File: config.mk
export PLATFORM = sky130hd
export DESIGN_NAME = tssm_codeword_link
export DESIGN_NICKNAME = d
export VERILOG_FILES = /design/src/hw/tssm_pkg.sv /design/src/hw/tssm_codeword_link.sv /design/src/hw/tssm_qual_filter.sv
export SDC_FILE = /design/constraint.sdc
export NUM_CORES = 1
export LEC_CHECK = 0
export BUFFER_PORTS_ARGS = -buffer_cell sky130_fd_sc_hd__clkbuf_2
export CAP_MARGIN = 20
export CORE_ASPECT_RATIO = 0.5
export CORE_MARGIN = 10
export CORE_UTILIZATION = 52
export CTS_CLUSTER_DIAMETER = 80
export DETAILED_ROUTE_END_ITERATION = 16
export PLACE_DENSITY_LB_ADDON = 0.3
export SLEW_MARGIN = 20
export SYNTH_ARGS = -nofsm -noshare
export SYNTH_HDL_FRONTEND = slang
export SYNTH_HIERARCHICAL = 1
export SYNTH_SLANG_ARGS = --single-unit
File: constraint.sdc
create_clock -name core_clk -period 2.46 [get_ports core_clk]
set_input_delay 0.123 -clock core_clk [delete_from_list [all_inputs] [get_ports core_clk]]
set_output_delay 0.123 -clock core_clk [all_outputs]
set_load 0.01 [all_outputs]
File: src/hw/tssm_pkg.sv
// Package: register map, field layouts and types of the T1 codeword link
package tssm_pkg;

	//----------------------------------------
	// Register indices (byte address = 4 * index)
	//----------------------------------------
	localparam logic [8:0] IDX_CONTROL  = 9'h170;
	localparam logic [8:0] IDX_RXWORD   = 9'h171;
	localparam logic [8:0] IDX_EXPECT1  = 9'h172;
	localparam logic [8:0] IDX_EXPECT2  = 9'h173;
	localparam logic [8:0] IDX_EXPECT3  = 9'h174;
	localparam logic [8:0] IDX_TXWORD   = 9'h175;
	localparam logic [8:0] IDX_REPEAT   = 9'h176;
	localparam logic [8:0] IDX_STATUS   = 9'h177;
	localparam logic [8:0] IDX_PART     = 9'h1fe;
	localparam logic [8:0] IDX_REVISION = 9'h1ff;
	localparam int         ADDR_W       = 12;

	//----------------------------------------
	// Reset values and identity
	//----------------------------------------
	localparam logic [7:0] CONTROL_RST = 8'h00;
	localparam logic [5:0] WORD_RST    = 6'h00;
	localparam logic [7:0] REPEAT_RST  = 8'h01;
	localparam logic [7:0] PART_ID     = 8'h5a; // Arbitrary value
	localparam logic [7:0] REVISION_ID = 8'h03; // Arbitrary value

	//----------------------------------------
	// Link framing and bus answers
	//----------------------------------------
	localparam logic [3:0] CW_LAST_BIT    = 4'hf;
	localparam logic [3:0] CLOSE_LAST_BIT = 4'h7;
	localparam logic [7:0] CW_ONES        = 8'hff;
	localparam logic [7:0] IDLE_FLAG      = 8'h7e;
	localparam logic [7:0] ABORT_SEQ      = 8'hff;
	localparam logic [1:0] RESP_OKAY      = 2'h0;
	localparam logic [1:0] RESP_SLVERR    = 2'h2;
	localparam logic [2:0] QUAL_NONE      = 3'h1;
	localparam logic [2:0] QUAL_THREE     = 3'h3;
	localparam logic [2:0] QUAL_FIVE      = 3'h5;
	localparam logic [2:0] QUAL_SEVEN     = 3'h7;

	//----------------------------------------
	// Types
	//----------------------------------------
	typedef logic [5:0] tssm_word_type;

	typedef struct packed {
		logic       abortAfterMessage;
		logic [1:0] matchFilter;
		logic       receiveCodewordEnable;
		logic       receiveCodewordReset;
		logic [1:0] receiveCodewordFilter;
		logic       sendCodeword;
	} tssm_ctrl_type;

	typedef struct packed {
		logic [2:0] spare;
		logic       txBusy;
		logic [2:0] matchAlarm;
		logic       rxAlarm;
	} tssm_status_type;

	typedef enum logic [1:0] {TX_IDLE, TX_CODEWORD, TX_CLOSE} tssm_tx_state_type;

	// Consecutive words needed for a filter setting
	function automatic logic [2:0] qual_need(input logic [1:0] sel);
		case (sel)
			2'h1:    qual_need = QUAL_THREE;
			2'h2:    qual_need = QUAL_FIVE;
			2'h3:    qual_need = QUAL_SEVEN;
			default: qual_need = QUAL_NONE;
		endcase
	endfunction

	// Sixteen link bits, bit 0 sent first
	function automatic logic [15:0] build_frame(input tssm_word_type cw);
		build_frame = {CW_ONES, 1'b0, cw, 1'b0};
	endfunction

endpackage

File: src/hw/tssm_codeword_link.sv
// Top: T1 codeword link with AXI4-Lite registers
//
// Overview of operation
// RL1: Reset bit restores all codeword registers
// RL2: Reset bit clears itself after acting
// RL3: Receive filter needs 1/3/5/7 identical words
// RL4: Separate match filter, two filters total
// RL5: Send bit starts transmission, then self-clears
// RL6: Received word in bits 5:0, upper zero
// RL7: Three expected values, one alarm each
// RL8: Match only after match filter qualifies
// RL9: Software loads word before requesting send
// RL10: Repeat count sets sends, resets to one
// RL11: Zero repeat count sends without end
// RL12: Nonzero count then resend ends continuous
// RL13: Idle flag after words, abort if enabled
// RL14: Reception only while receive enable set
// RL15: Codeword sent rightmost bit first
// RL16: Match filter bits 6:5 same encoding
// RL17: Frame is zero, six bits, zero, ones
// RL18: Different or errored word restarts counts
//
// Local design decision: the AXI4-Lite register port.
module tssm_codeword_link
	import tssm_pkg::*;
(
	input  wire logic              core_clk,
	input  wire logic              rst,
	input  wire logic              s_axil_awvalid,
	output      logic              s_axil_awready,
	input  wire logic [ADDR_W-1:0] s_axil_awaddr,
	input  wire logic              s_axil_wvalid,
	output      logic              s_axil_wready,
	input  wire logic [31:0]       s_axil_wdata,
	input  wire logic [3:0]        s_axil_wstrb,
	output      logic              s_axil_bvalid,
	input  wire logic              s_axil_bready,
	output      logic [1:0]        s_axil_bresp,
	input  wire logic              s_axil_arvalid,
	output      logic              s_axil_arready,
	input  wire logic [ADDR_W-1:0] s_axil_araddr,
	output      logic              s_axil_rvalid,
	input  wire logic              s_axil_rready,
	output      logic [31:0]       s_axil_rdata,
	output      logic [1:0]        s_axil_rresp,
	input  wire logic              fdlTxSlot,
	output      logic              fdlTxBit,
	output      logic              fdlTxActive,
	input  wire logic              fdlRxSlot,
	input  wire logic              fdlRxBit,
	output      logic              rxCodewordAlarm,
	output      logic [2:0]        matchAlarm
);

	//----------------------------------------
	// Decode helpers
	//----------------------------------------
	function automatic logic [8:0] reg_index(input logic [ADDR_W-1:0] addr);
		reg_index = addr[10:2];
	endfunction

	function automatic logic is_mapped(input logic [ADDR_W-1:0] addr);
		logic [8:0] idx;
		idx = addr[10:2];
		is_mapped = addr[1:0] == 2'h0 && addr[ADDR_W-1] == 1'b0 &&
			((idx >= IDX_CONTROL && idx <= IDX_STATUS) || idx == IDX_PART || idx == IDX_REVISION);
	endfunction

	tssm_ctrl_type     ctrlQ;
	tssm_status_type   statusQ;
	tssm_word_type     expectQ [3];
	tssm_word_type     txWordQ;
	tssm_word_type     rxWordQ;
	logic [7:0]        repeatQ;
	logic              awHeldQ;
	logic              wHeldQ;
	logic [ADDR_W-1:0] awAddrQ;
	logic [7:0]        wDataQ;
	logic              wLaneQ;
	logic              doWrite;
	logic              wrLane;
	logic [8:0]        wrIdx;
	logic              cwReset;
	logic              sendPulse;
	logic [31:0]       rdataD;

	//----------------------------------------
	// AXI4-Lite write channel
	//----------------------------------------
	assign s_axil_awready = !awHeldQ && !s_axil_bvalid;
	assign s_axil_wready  = !wHeldQ && !s_axil_bvalid;
	assign doWrite        = awHeldQ && wHeldQ;
	assign wrIdx          = reg_index(awAddrQ);
	assign wrLane         = doWrite && wLaneQ && is_mapped(awAddrQ);
	assign cwReset        = wrLane && wrIdx == IDX_CONTROL && wDataQ[3]; // RL1 RL2
	assign sendPulse      = wrLane && wrIdx == IDX_CONTROL && wDataQ[0] && !wDataQ[3]; // RL5

	always_ff @(posedge core_clk)
	begin
		if (rst || doWrite)
			awHeldQ <= 1'b0;
		else if (s_axil_awvalid && s_axil_awready)
			awHeldQ <= 1'b1;
		if (rst || doWrite)
			wHeldQ <= 1'b0;
		else if (s_axil_wvalid && s_axil_wready)
			wHeldQ <= 1'b1;
		if (s_axil_awvalid && s_axil_awready)
			awAddrQ <= s_axil_awaddr;
		if (s_axil_wvalid && s_axil_wready)
		begin
			wDataQ <= s_axil_wdata[7:0];
			wLaneQ <= s_axil_wstrb[0];
		end
	end

	always_ff @(posedge core_clk)
	begin
		if (rst)
		begin
			s_axil_bvalid <= 1'b0;
			s_axil_bresp  <= RESP_OKAY;
		end
		else if (doWrite)
		begin
			s_axil_bvalid <= 1'b1;
			s_axil_bresp  <= is_mapped(awAddrQ) ? RESP_OKAY : RESP_SLVERR;
		end
		else if (s_axil_bready)
			s_axil_bvalid <= 1'b0;
	end

	//----------------------------------------
	// Software registers
	//----------------------------------------
	always_ff @(posedge core_clk)
	begin
		if (rst || cwReset) // RL1
		begin
			ctrlQ   <= tssm_ctrl_type'(CONTROL_RST);
			txWordQ <= WORD_RST;
			repeatQ <= REPEAT_RST; // RL10
		end
		else if (wrLane)
		begin
			if (wrIdx == IDX_CONTROL)
			begin
				ctrlQ                      <= tssm_ctrl_type'(wDataQ);
				ctrlQ.receiveCodewordReset <= 1'b0; // RL2
				ctrlQ.sendCodeword         <= 1'b0; // RL5
			end
			else if (wrIdx == IDX_TXWORD)
				txWordQ <= wDataQ[5:0];
			else if (wrIdx == IDX_REPEAT)
				repeatQ <= wDataQ;
		end
	end

	for (genvar i = 0; i < 3; i++)
	begin : g_expect
		always_ff @(posedge core_clk)
		begin
			if (rst || cwReset) // RL1
				expectQ[i] <= WORD_RST;
			else if (wrLane && wrIdx == IDX_EXPECT1 + 9'(i))
				expectQ[i] <= wDataQ[5:0]; // RL7
		end
	end

	//----------------------------------------
	// Receive deframer
	//----------------------------------------
	logic [15:0]   rxShiftQ;
	logic [15:0]   rxShiftD;
	logic [3:0]    rxCntQ;
	logic          rxLockQ;
	logic          frameOk;
	logic          rxEnable;
	logic          wordValidQ;
	logic          wordErrorQ;
	tssm_word_type wordValueQ;

	assign rxEnable = ctrlQ.receiveCodewordEnable; // RL14
	assign rxShiftD = {fdlRxBit, rxShiftQ[15:1]};
	assign frameOk  = rxShiftD[0] == 1'b0 && rxShiftD[7] == 1'b0 && rxShiftD[15:8] == CW_ONES; // RL17

	always_ff @(posedge core_clk)
	begin
		if (rst || cwReset || !rxEnable) // RL14
		begin
			rxShiftQ   <= 16'h0000;
			rxCntQ     <= 4'h0;
			rxLockQ    <= 1'b0;
			wordValidQ <= 1'b0;
			wordErrorQ <= 1'b0;
			wordValueQ <= WORD_RST;
		end
		else
		begin
			wordValidQ <= 1'b0;
			wordErrorQ <= 1'b0;
			if (fdlRxSlot)
			begin
				rxShiftQ <= rxShiftD;
				rxCntQ   <= rxCntQ + 4'h1;
				if ((!rxLockQ || rxCntQ == CW_LAST_BIT) && frameOk)
				begin
					rxLockQ    <= 1'b1;
					rxCntQ     <= 4'h0;
					wordValidQ <= 1'b1;
					wordValueQ <= rxShiftD[6:1];
				end
				else if (rxLockQ && rxCntQ == CW_LAST_BIT)
				begin
					rxLockQ    <= 1'b0;
					wordErrorQ <= 1'b1; // RL18
				end
			end
		end
	end

	//----------------------------------------
	// Two independent qualifiers
	//----------------------------------------
	logic          rxQual;
	logic          matchQual;
	tssm_word_type rxQualValue;
	tssm_word_type matchValue;

	tssm_qual_filter u_rx_filter ( // RL3 RL4
		.core_clk  (core_clk),
		.rst       (rst),
		.clear     (cwReset || !rxEnable),
		.filterSel (ctrlQ.receiveCodewordFilter),
		.wordValid (wordValidQ),
		.wordError (wordErrorQ),
		.wordValue (wordValueQ),
		.qualPulse (rxQual),
		.qualValue (rxQualValue)
	);

	tssm_qual_filter u_match_filter ( // RL4 RL16
		.core_clk  (core_clk),
		.rst       (rst),
		.clear     (cwReset || !rxEnable),
		.filterSel (ctrlQ.matchFilter),
		.wordValid (wordValidQ),
		.wordError (wordErrorQ),
		.wordValue (wordValueQ),
		.qualPulse (matchQual),
		.qualValue (matchValue)
	);

	always_ff @(posedge core_clk)
	begin
		if (rst || cwReset)
			rxWordQ <= WORD_RST; // RL1
		else if (rxQual)
			rxWordQ <= rxQualValue; // RL6
	end

	//----------------------------------------
	// Sticky status, write one to clear, set wins
	//----------------------------------------
	logic       matchHit [3];
	logic       stClear;
	logic       matchAlarmQ [3];
	logic       rxAlarmQ;

	assign stClear = wrLane && wrIdx == IDX_STATUS;

	for (genvar i = 0; i < 3; i++)
	begin : g_match
		assign matchHit[i] = matchQual && matchValue == expectQ[i]; // RL7 RL8
		always_ff @(posedge core_clk)
		begin
			if (rst || cwReset)
				matchAlarmQ[i] <= 1'b0;
			else if (matchHit[i])
				matchAlarmQ[i] <= 1'b1;
			else if (stClear && wDataQ[1 + i])
				matchAlarmQ[i] <= 1'b0;
		end
	end

	always_ff @(posedge core_clk)
	begin
		if (rst || cwReset)
			rxAlarmQ <= 1'b0;
		else if (rxQual)
			rxAlarmQ <= 1'b1; // RL3
		else if (stClear && wDataQ[0])
			rxAlarmQ <= 1'b0;
	end

	assign rxCodewordAlarm = rxAlarmQ;
	assign matchAlarm      = statusQ.matchAlarm;

	//----------------------------------------
	// Transmitter
	//----------------------------------------
	tssm_tx_state_type txStateQ;
	logic [15:0]       txShiftQ;
	logic [3:0]        txCntQ;
	logic [7:0]        txLeftQ;

	// One driver for the whole status word
	assign statusQ     = '{spare: 3'h0, txBusy: txStateQ != TX_IDLE,
		matchAlarm: {matchAlarmQ[2], matchAlarmQ[1], matchAlarmQ[0]}, rxAlarm: rxAlarmQ};
	assign fdlTxActive = statusQ.txBusy;

	always_ff @(posedge core_clk)
	begin
		if (rst || cwReset)
		begin
			txStateQ <= TX_IDLE;
			txShiftQ <= 16'hffff;
			txCntQ   <= 4'h0;
			txLeftQ  <= 8'h00;
		end
		else if (sendPulse) // RL5 RL12
		begin
			txStateQ <= TX_CODEWORD;
			txShiftQ <= build_frame(txWordQ); // RL17
			txCntQ   <= 4'h0;
			txLeftQ  <= repeatQ; // RL10
		end
		else if (fdlTxSlot)
		begin
			txShiftQ <= {1'b1, txShiftQ[15:1]}; // RL15
			txCntQ   <= txCntQ + 4'h1;
			case (txStateQ)
				TX_CODEWORD:
					if (txCntQ == CW_LAST_BIT)
					begin
						if (txLeftQ == 8'h01)
						begin
							txStateQ <= TX_CLOSE; // RL13
							txShiftQ <= {8'hff, ctrlQ.abortAfterMessage ? ABORT_SEQ : IDLE_FLAG};
							txCntQ   <= 4'h0;
						end
						else
						begin
							txShiftQ <= build_frame(txWordQ); // RL11
							if (txLeftQ != 8'h00)
								txLeftQ <= txLeftQ - 8'h01;
						end
					end
				TX_CLOSE:
					if (txCntQ == CLOSE_LAST_BIT)
						txStateQ <= TX_IDLE;
				default:
					txCntQ <= 4'h0;
			endcase
		end
	end

	always_ff @(posedge core_clk)
	begin
		if (rst)
			fdlTxBit <= 1'b1;
		else if (fdlTxSlot)
			fdlTxBit <= statusQ.txBusy ? txShiftQ[0] : 1'b1; // RL15
	end

	//----------------------------------------
	// AXI4-Lite read channel
	//----------------------------------------
	logic [8:0] rdIdx;

	assign s_axil_arready = !s_axil_rvalid;
	assign rdIdx          = reg_index(s_axil_araddr);

	always_comb
	begin
		rdataD = 32'h0000_0000;
		if (rdIdx == IDX_CONTROL)
			rdataD[7:0] = ctrlQ; // RL2
		else if (rdIdx == IDX_RXWORD)
			rdataD[5:0] = rxWordQ; // RL6
		else if (rdIdx >= IDX_EXPECT1 && rdIdx <= IDX_EXPECT3)
			rdataD[5:0] = expectQ[rdIdx[1:0] - 2'h2];
		else if (rdIdx == IDX_TXWORD)
			rdataD[5:0] = txWordQ;
		else if (rdIdx == IDX_REPEAT)
			rdataD[7:0] = repeatQ;
		else if (rdIdx == IDX_STATUS)
			rdataD[7:0] = statusQ;
		else if (rdIdx == IDX_PART)
			rdataD[7:0] = PART_ID;
		else if (rdIdx == IDX_REVISION)
			rdataD[7:0] = REVISION_ID;
	end

	always_ff @(posedge core_clk)
	begin
		if (rst)
		begin
			s_axil_rvalid <= 1'b0;
			s_axil_rdata  <= 32'h0000_0000;
			s_axil_rresp  <= RESP_OKAY;
		end
		else if (s_axil_arvalid && s_axil_arready)
		begin
			s_axil_rvalid <= 1'b1;
			s_axil_rdata  <= is_mapped(s_axil_araddr) ? rdataD : 32'h0000_0000;
			s_axil_rresp  <= is_mapped(s_axil_araddr) ? RESP_OKAY : RESP_SLVERR;
		end
		else if (s_axil_rready)
			s_axil_rvalid <= 1'b0;
	end
endmodule // tssm_codeword_link

File: src/hw/tssm_qual_filter.sv
// Consecutive identical codeword qualifier
module tssm_qual_filter
	import tssm_pkg::*;
(
	input  wire logic          core_clk,
	input  wire logic          rst,
	input  wire logic          clear,
	input  wire logic [1:0]    filterSel,
	input  wire logic          wordValid,
	input  wire logic          wordError,
	input  wire tssm_word_type wordValue,
	output      logic          qualPulse,
	output      tssm_word_type qualValue
);

	tssm_word_type lastQ;
	logic [2:0]    runQ;
	logic [2:0]    runD;
	logic [2:0]    need;

	assign need = qual_need(filterSel);

	always_comb
	begin
		if (runQ != 3'h0 && wordValue == lastQ)
			runD = (runQ == QUAL_SEVEN) ? runQ : runQ + 3'h1;
		else
			runD = 3'h1;
	end

	always_ff @(posedge core_clk)
	begin
		if (rst || clear)
		begin
			runQ  <= 3'h0;
			lastQ <= WORD_RST;
		end
		else if (wordError)
			runQ <= 3'h0; // RL18
		else if (wordValid)
		begin
			runQ  <= runD; // RL18
			lastQ <= wordValue;
		end
	end

	always_ff @(posedge core_clk)
	begin
		if (rst || clear)
		begin
			qualPulse <= 1'b0;
			qualValue <= WORD_RST;
		end
		else
		begin
			qualPulse <= wordValid && !wordError && runD >= need; // RL3
			if (wordValid && !wordError)
				qualValue <= wordValue;
		end
	end
endmodule // tssm_qual_filter

==> impl_metrics.csv, run 1 <==
group,metric,value,unit
synthesis,synth_edf_count,42,
clock_tree,root_buffer,"clkbuf_16",
layout,fin_util,0.619,
grt,gr-total-overflow,0,
synthesis,ys.flop_type,"dfxtp_1",
placement,place_area,0.00825,sq mm
grt,grt_pass1_wl,30700,um
hold_path,hold_path_depth,3,
clock_tree,cts_buffers,17,
floorplanning,io_pins,117,
sta,setup_viol,0,
floorplanning,die_w,193,um
layout,nets,996,
detailed_routing,via_count,6155,
power_and_ir_drop,peakVddDrop,0.425,mV
placement,io_buffer_count,63,
sta,timing.final.crit_period,2.31,ns
sta,min_period_over_period,0.939,
layout,drive_above_1_share,0.156,
sta,finClkSkew,0.0130,ns
sta,tns,0,ns
sta,tightest_slew,0.874,ns
clock_tree,cts_tree,"done",
clock_tree,cts.sinks,154,
clock_tree,htreeDepth,4,
layout,design_area,0.00903,sq mm
sta,slew_headroom,0.411,
power_and_ir_drop,p_leak,3.61,nW
power_and_ir_drop,p_per_area,607,mW/mm^2
hold_path,hold_start,"s_axil_arvalid",
grt,grt_pass1_vias,5891,
setup_path,critPathMaxFanout,6,
synthesis,avgSynthCellArea,9.50,sq um
setup_path,reg2reg_depth,4,
layout,register_area,0.00350,sq mm
detailed_routing,wl_per_cell,17.0,um
detailed_routing,remaining_drc_errors,0,
detailed_routing,drtIter0Drc,515,
run_status,status,"finished clean",
floorplanning,dieHeight,107,um
synthesis,netlist_area,0.00779,sq mm
sta,hold_violations,0,
detailed_routing,routed_wl,19000,um
setup_path,reg2reg_from,"awAddrQ[9]$_DFFE_PP_",
setup_path,slowest_stage,"o21ai_0",
floorplanning,die_area,0.0206,sq mm
sta,drv_slew,0,
sta,rsz0062_at_grt,"false",
detailed_routing,detail-route-antenna-nets,0,
synthesis,yosys_warnings,6,
layout,diodes,0,
setup_path,critical-path-max-stage-delay,0.73,ns
floorplanning,rows,31,
synthesis,netlist_instances,820,
synthesis,seq_area_frac_synth,0.450,
placement,gp_congestion,0.947,
layout,fillers,1229,
detailed_routing,vias_per_cell,5.49,
hold_path,min_to,"s_axil_rvalid$_SDFFE_PP0P_",
setup_path,critPathLaunchType,"register",
setup_path,rr_endpoint,"expectQ[0][3]$_SDFFCE_PN0P_",
floorplanning,start_util,0.534,
synthesis,synthArstFlopShare,0,
setup_path,r2r_setup_slack,0.15,ns
grt,antenna_found_initial,0,
job,maxCapViolCount,0,
layout,multiInputGateArea,0.00392,sq mm
setup_path,cp_data_required_time,2.51,ns
setup_path,setup.worst_path.end_class,"register",
sta,fmax,0.433,GHz
detailed_routing,first_pass_iters,5,
grt,grt_usage,0.184,
clock_tree,cts_max_path_buffers,2,
synthesis,synth_seq_cells,154,
grt,grt_max_degree,29,
clock_tree,clk_pin_slew,0.07,ns
placement,hpwl,13600,um
clock_tree,clk_latency,0.43,ns
setup_path,crit_chain,"nand4bb_1, nor2_1, nand3_1, o21ai_0",
setup_path,arrival,2.36,ns
floorplanning,core,0.0146,sq mm
setup_path,crit_type,"reg2reg",
hold_path,min_path_type,"in2reg",
layout,synthToLayoutAreaGrowth,15.8,%
synthesis,synth_cell_types,72,
-- state kept, by name (all words and copies together) (netlist names), 3 cells and up --
register / flops
txShiftQ: 8
u_rx_filter/runQ: 3
u_match_filter/runQ: 3
rxWordQ: 6
txLeftQ: 8
wordValueQ: 6
matchAlarmQ: 3
awAddrQ: 12
repeatQ: 8
txWordQ: 6
u_match_filter/lastQ: 6
rxShiftQ: 15
txCntQ: 4
expectQ: 18
s_axil_rdata: 8
ctrlQ: 5
u_rx_filter/lastQ: 6
rxCntQ: 4
wDataQ: 8
-- layout make-up --
cell class | count | share of cell area
Timing Repair Buffer | 109 | 0.0798
Sequential cell | 154 | 0.388
Clock buffer | 18 | 0.0475
Clock inverter | 14 | 0.0123
Inverter | 26 | 0.0108
Tap cell | 198 | 0.0274
Multi-Input combinational cell | 603 | 0.434
-- routing by layer --
layer,track usage,share of wire
met2,0.305,0.47
met3,0.0450,0.059
met4,0.0453,0.016
met5,0,0
met1,0.237,0.46
-- worst max-delay path, delay by kind of cell, from the launching register on --
family / cells / cell delay (ns)
flops: 1 / 0.41
compound gates: 1 / 0.73
simple gates: 3 / 0.79
-- kinds of logic after synthesis --
logic type                 synth area share
buffers and inverters                0.0600
xor gates and xnor gates             0.0438
and+or+nand+nor                       0.210
AOI/OAI and AO/OA                     0.134
other                              0.000481
adders and majority gates            0.0241
DFF                                   0.450
muxes                                0.0775
-- where the power goes --
group | switching [mW] | internal, mW | total, mW
registers | 0.0533 | 2.66 | 2.71
clock network | 1.13 | 1.31 | 2.44
logic | 0.195 | 0.133 | 0.328
total | 1.38 | 4.10 | 5.48
-- repair_timing --
| item | CTS | global route |
|---|---|---|
| hold endpoints to repair | 24 | 0 |
| endpoints found under the setup margin | 0 | 1 |
| hold buffers | 24 | 0 |
| resized for setup | 0 | 1 |
| buffers inserted | 0 | 0 |
-- per-stage QoR --
step	setup WS [ns]	power (mW)	hold slack [ns]	std cells
final	0.149	5.48	0.0512	1122
after global placement	0.183	3.05	0.300	1066
after global routing	0.0123	5.65	0.0716	1122
after detailed placement	0.151	3.06	0.302	1066
after CTS	0.132	5.49	0.0492	1122
after floorplan	0.147	2.97	0.222	845
-- cells in the mapped netlist (4+ instances only) --
cell type  count  share of area
nand2b_1      12         0.0096
ha_1          15          0.024
a2111oi_4      4          0.014
nand4_1       14          0.011
and4_1         4         0.0045
nor2b_1        6         0.0048
clkbuf_1      12         0.0058
nand3b_1       6         0.0058
nand3_1       20          0.013
nor3_1         8         0.0051
edfxtp_1      42           0.16
buf_1          6         0.0029
a21o_1         4         0.0039
mux2i_1       57          0.073
buf_2         11         0.0071
xnor2_1       16          0.018
dfxtp_1      112           0.29
inv_1         26          0.013
buf_4         33          0.032
o22ai_1        7         0.0056
nor2_1       107          0.052
xor2_1        23          0.026
and3_1         7         0.0056
or4_1          4         0.0039
o21ai_0       30          0.019
a211oi_1       4         0.0039
a22o_1         4         0.0045
a21oi_1       56          0.036
and2_1        25          0.020
a31oi_1        4         0.0032
or3_1          6         0.0048
nand2_1       63          0.030
-- worst max path at each step --
stage	endpoint	cells after the start	startpoint
6_report	expectQ[0][3]$_SDFFCE_PN0P_	4	awAddrQ[9]$_DFFE_PP_
3_3_place_gp	u_match_filter/qualPulse$_SDFF_PP0_	9	u_match_filter/runQ[0]$_SDFFE_PP0P_
5_1_grt	u_match_filter/runQ[1]$_SDFFE_PP0P_	9	awAddrQ[9]$_DFFE_PP_
3_5_place_dp	u_match_filter/qualPulse$_SDFF_PP0_	9	u_match_filter/runQ[0]$_SDFFE_PP0P_
2_1_floorplan	u_match_filter/runQ[1]$_SDFFE_PP0P_	11	awAddrQ[11]$_DFFE_PP_
4_1_cts	u_match_filter/qualPulse$_SDFF_PP0_	9	u_match_filter/runQ[0]$_SDFFE_PP0P_
-- cell usage in the layout, fill, tap and decap left out, drive strengths merged, types with 5 or more instances in the layout --
cell type      n
a2111oi        5
a21oi         56
a31oi          5
and2          25
and3           7
buf           22
clkbuf        81
clkinv         5
conb          26
dfxtp        112
dlygate4sd3   24
edfxtp        42
ha            15
inv           33
mux2i         57
nand2         66
nand2b        12
nand3         20
nand3b         6
nand4         14
nor2         107
nor2b          6
nor3          10
nor4           7
o21ai         30
o22ai          7
or3            6
xnor2         16
xor2          23
Power figures use the tool's default switching activity.
==> inputs of run 2 (changes only) <==
--- a/config.mk
+++ b/config.mk
@@ -8,7 +8,6 @@
 export BUFFER_PORTS_ARGS = -buffer_cell sky130_fd_sc_hd__clkbuf_2
 export CAP_MARGIN = 20
 export CORE_ASPECT_RATIO = 0.5
-export CORE_MARGIN = 10
 export CORE_UTILIZATION = 52
 export CTS_CLUSTER_DIAMETER = 80
 export DETAILED_ROUTE_END_ITERATION = 16
==> run 2 against run 1 <==
Effect of this change: sequential share of layout area down 0.068 points; cell area up 0.14%; clock power about the same; count of clock-buffer cells in the layout unchanged; combinational power about the same; die area down 25%; worst setup slack worse by 0.0031 ns; critical path type unchanged; power up 0.38%; register-to-register slack about the same; critical endpoint is now u_match_filter/qualPulse$_SDFF_PP0_; first-iteration DRC count down 4.1%.
==> impl_metrics.csv, run 2 (same netlist as run 1, synthesis figures left out) <==
group,metric,value,unit
setup_path,r2r_setup_slack,0.15,ns
layout,design_area,0.00904,sq mm
layout,reg_top3,"expectQ: 18 flops, rxShiftQ: 15 flops, awAddrQ: 12 flops",
clock_tree,clk_latency,0.43,ns
grt,antenna_found_initial,0,
clock_tree,htreeDepth,4,
power_and_ir_drop,p_per_area,609,mW/mm^2
setup_path,crit_type,"reg2reg",
setup_path,critPathLaunchType,"register",
clock_tree,postCtsSetupBuffers,0,
setup_path,cpLargestDelayFamily,"compound AO/OA/AOI/OAI gates",
floorplanning,rows,31,
hold_path,min_to,"s_axil_rresp[1]$_SDFFE_PP0P_",
placement,gp_congestion,0.939,
layout,final_cell_mix,"dfxtp_1 (112), nor2_1 (107), nand2_1 (63), clkbuf_2 (63), mux2i_1 (57)",
hold_path,min_path_type,"in2reg",
detailed_routing,drtIter0Drc,494,
floorplanning,dieHeight,88.6,um
floorplanning,die_area,0.0155,sq mm
clock_tree,cts_max_path_buffers,2,
layout,nets,998,
clock_tree,root_buffer,"clkbuf_16",
grt,grt_usage,0.244,
power_and_ir_drop,p_leak,3.62,nW
sta,setup_viol,0,
placement,hpwl,13100,um
setup_path,arrival,2.63,ns
setup_path,crit_chain,"inv_1, ha_1, a2111oi_4, nand2_2, nor2_1, ha_1, a21oi_1, nand4_1, and4b_1",
floorplanning,io_pins,117,
sta,slew_headroom,0.324,
detailed_routing,detail-route-antenna-nets,0,
floorplanning,die_w,175,um
floorplanning,core,0.0145,sq mm
sta,drv_slew,0,
sta,min_period_over_period,0.941,
detailed_routing,first_pass_iters,5,
power_and_ir_drop,peakVddDrop,0.436,mV
clock_tree,clk_pin_slew,0.07,ns
setup_path,critPathMaxFanout,5,
clock_tree,cts_buffers,17,
setup_path,reg2reg_from,"u_match_filter/runQ[0]$_SDFFE_PP0P_",
placement,place_area,0.00826,sq mm
floorplanning,start_util,0.536,
setup_path,cpMostUsedCell,"ha_1",
clock_tree,cts_resized,0,
layout,top_register,"expectQ",
detailed_routing,routed_wl,18600,um
job,maxCapViolCount,0,
grt,gr-total-overflow,0,
sta,tightest_slew,1.00,ns
layout,synthToLayoutAreaGrowth,16.0,%
placement,io_buffer_count,63,
clock_tree,cts_tree,"done",
sta,tns,0,ns
detailed_routing,wl_per_cell,16.5,um
grt,grt_max_degree,29,
detailed_routing,remaining_drc_errors,0,
setup_path,worst-path-buf-inv,1,
grt,grt_pass1_wl,29300,um
detailed_routing,via_count,6289,
sta,rsz0062_at_grt,"false",
sta,finClkSkew,0.0173,ns
grt,grt_pass1_vias,5781,
hold_path,hold_start,"s_axil_araddr[1]",
sta,timing.final.crit_period,2.31,ns
run_status,status,"finished clean",
sta,hold_violations,0,
layout,diodes,0,
sta,fmax,0.432,GHz
layout,final_common_cell,"dfxtp_1",
clock_tree,cts.sinks,154,
setup_path,critical-path-max-stage-delay,0.46,ns
layout,largest_reg_flops,18,
setup_path,cp_data_required_time,2.77,ns
setup_path,rr_endpoint,"u_match_filter/qualPulse$_SDFF_PP0_",
setup_path,reg2reg_depth,9,
layout,fillers,1179,
detailed_routing,vias_per_cell,5.60,
layout,drive_above_1_share,0.157,
hold_path,hold_path_depth,3,
setup_path,setup.worst_path.end_class,"register",
setup_path,slowest_stage,"a2111oi_4",
[run 2: cell count changes in the layout (fill, tap and decap cells not counted), sizes merged]
cell,previous run,this run
buf,22,24
clkinv,5,2
clkinvlp,2,1
inv,33,37
[run 2: worst max-delay path by stage]
stage | startpoint | endpoint | slack [ns] | cells after the start
after floorplan | awAddrQ[11]$_DFFE_PP_ | u_match_filter/runQ[1]$_SDFFE_PP0P_ | 0.15 | 11
after global placement | u_match_filter/runQ[0]$_SDFFE_PP0P_ | u_match_filter/qualPulse$_SDFF_PP0_ | 0.17 | 9
after detailed placement | u_rx_filter/runQ[0]$_SDFFE_PP0P_ | u_rx_filter/qualPulse$_SDFF_PP0_ | 0.13 | 9
after CTS | u_rx_filter/runQ[0]$_SDFFE_PP0P_ | u_rx_filter/qualPulse$_SDFF_PP0_ | 0.13 | 9
after global routing | u_rx_filter/runQ[0]$_SDFFE_PP0P_ | u_rx_filter/qualPulse$_SDFF_PP0_ | 0.0003 | 9
final | u_match_filter/runQ[0]$_SDFFE_PP0P_ | u_match_filter/qualPulse$_SDFF_PP0_ | 0.15 | 9
[run 2: cell type report]
type | instances | area [sq um] | share of cell area
clock inverters | 14 | 110 | 0.0122
repair buffers | 111 | 736 | 0.0814
flip-flops and latches | 154 | 3500 | 0.388
multi-input cells | 603 | 3920 | 0.433
clock buffers | 18 | 429 | 0.0475
well taps | 198 | 248 | 0.0274
inverters | 26 | 97.6 | 0.0108
[run 2: routing by layer]
layer	vias up	global-route usage	share of wire
met5	-	0	0
met4	0	0.0814	0.017
met3	30	0.0430	0.056
met2	233	0.425	0.48
met1	2965	0.314	0.45
li1	3061	-	-
[run 2: what timing repair did]
item                                    in CTS  in global routing
endpoints found under the setup margin       0                  1
hold endpoints to repair                    24                  0
hold buffers                                24                  0
[run 2: power by group]
group	internal [mW]	switching (mW)
clock network	1.32	1.14
logic	0.135	0.196
registers	2.66	0.0517
[run 2: metrics by stage]
stage / total power, mW / util / hold WS (ns) / std cells / setup WS [ns]
2_1_floorplan: 2.97 / - / 0.222 / 845 / 0.147
3_3_place_gp: 3.05 / 0.568 / 0.300 / 1068 / 0.169
3_5_place_dp: 3.06 / 0.568 / 0.302 / 1068 / 0.133
4_1_cts: 5.51 / 0.622 / 0.0464 / 1124 / 0.127
5_1_grt: 5.68 / 0.622 / 0.0862 / 1124 / 0.000310
6_report: 5.50 / 0.622 / 0.0527 / 1124 / 0.146
[run 2: tightest hold or removal path: cells and delay by family]
family	cells	cell delay, ns
buffers and inverters	1	0.07
AO/OA/AOI/OAI	1	0.18
AND/OR/NAND/NOR	1	0.05
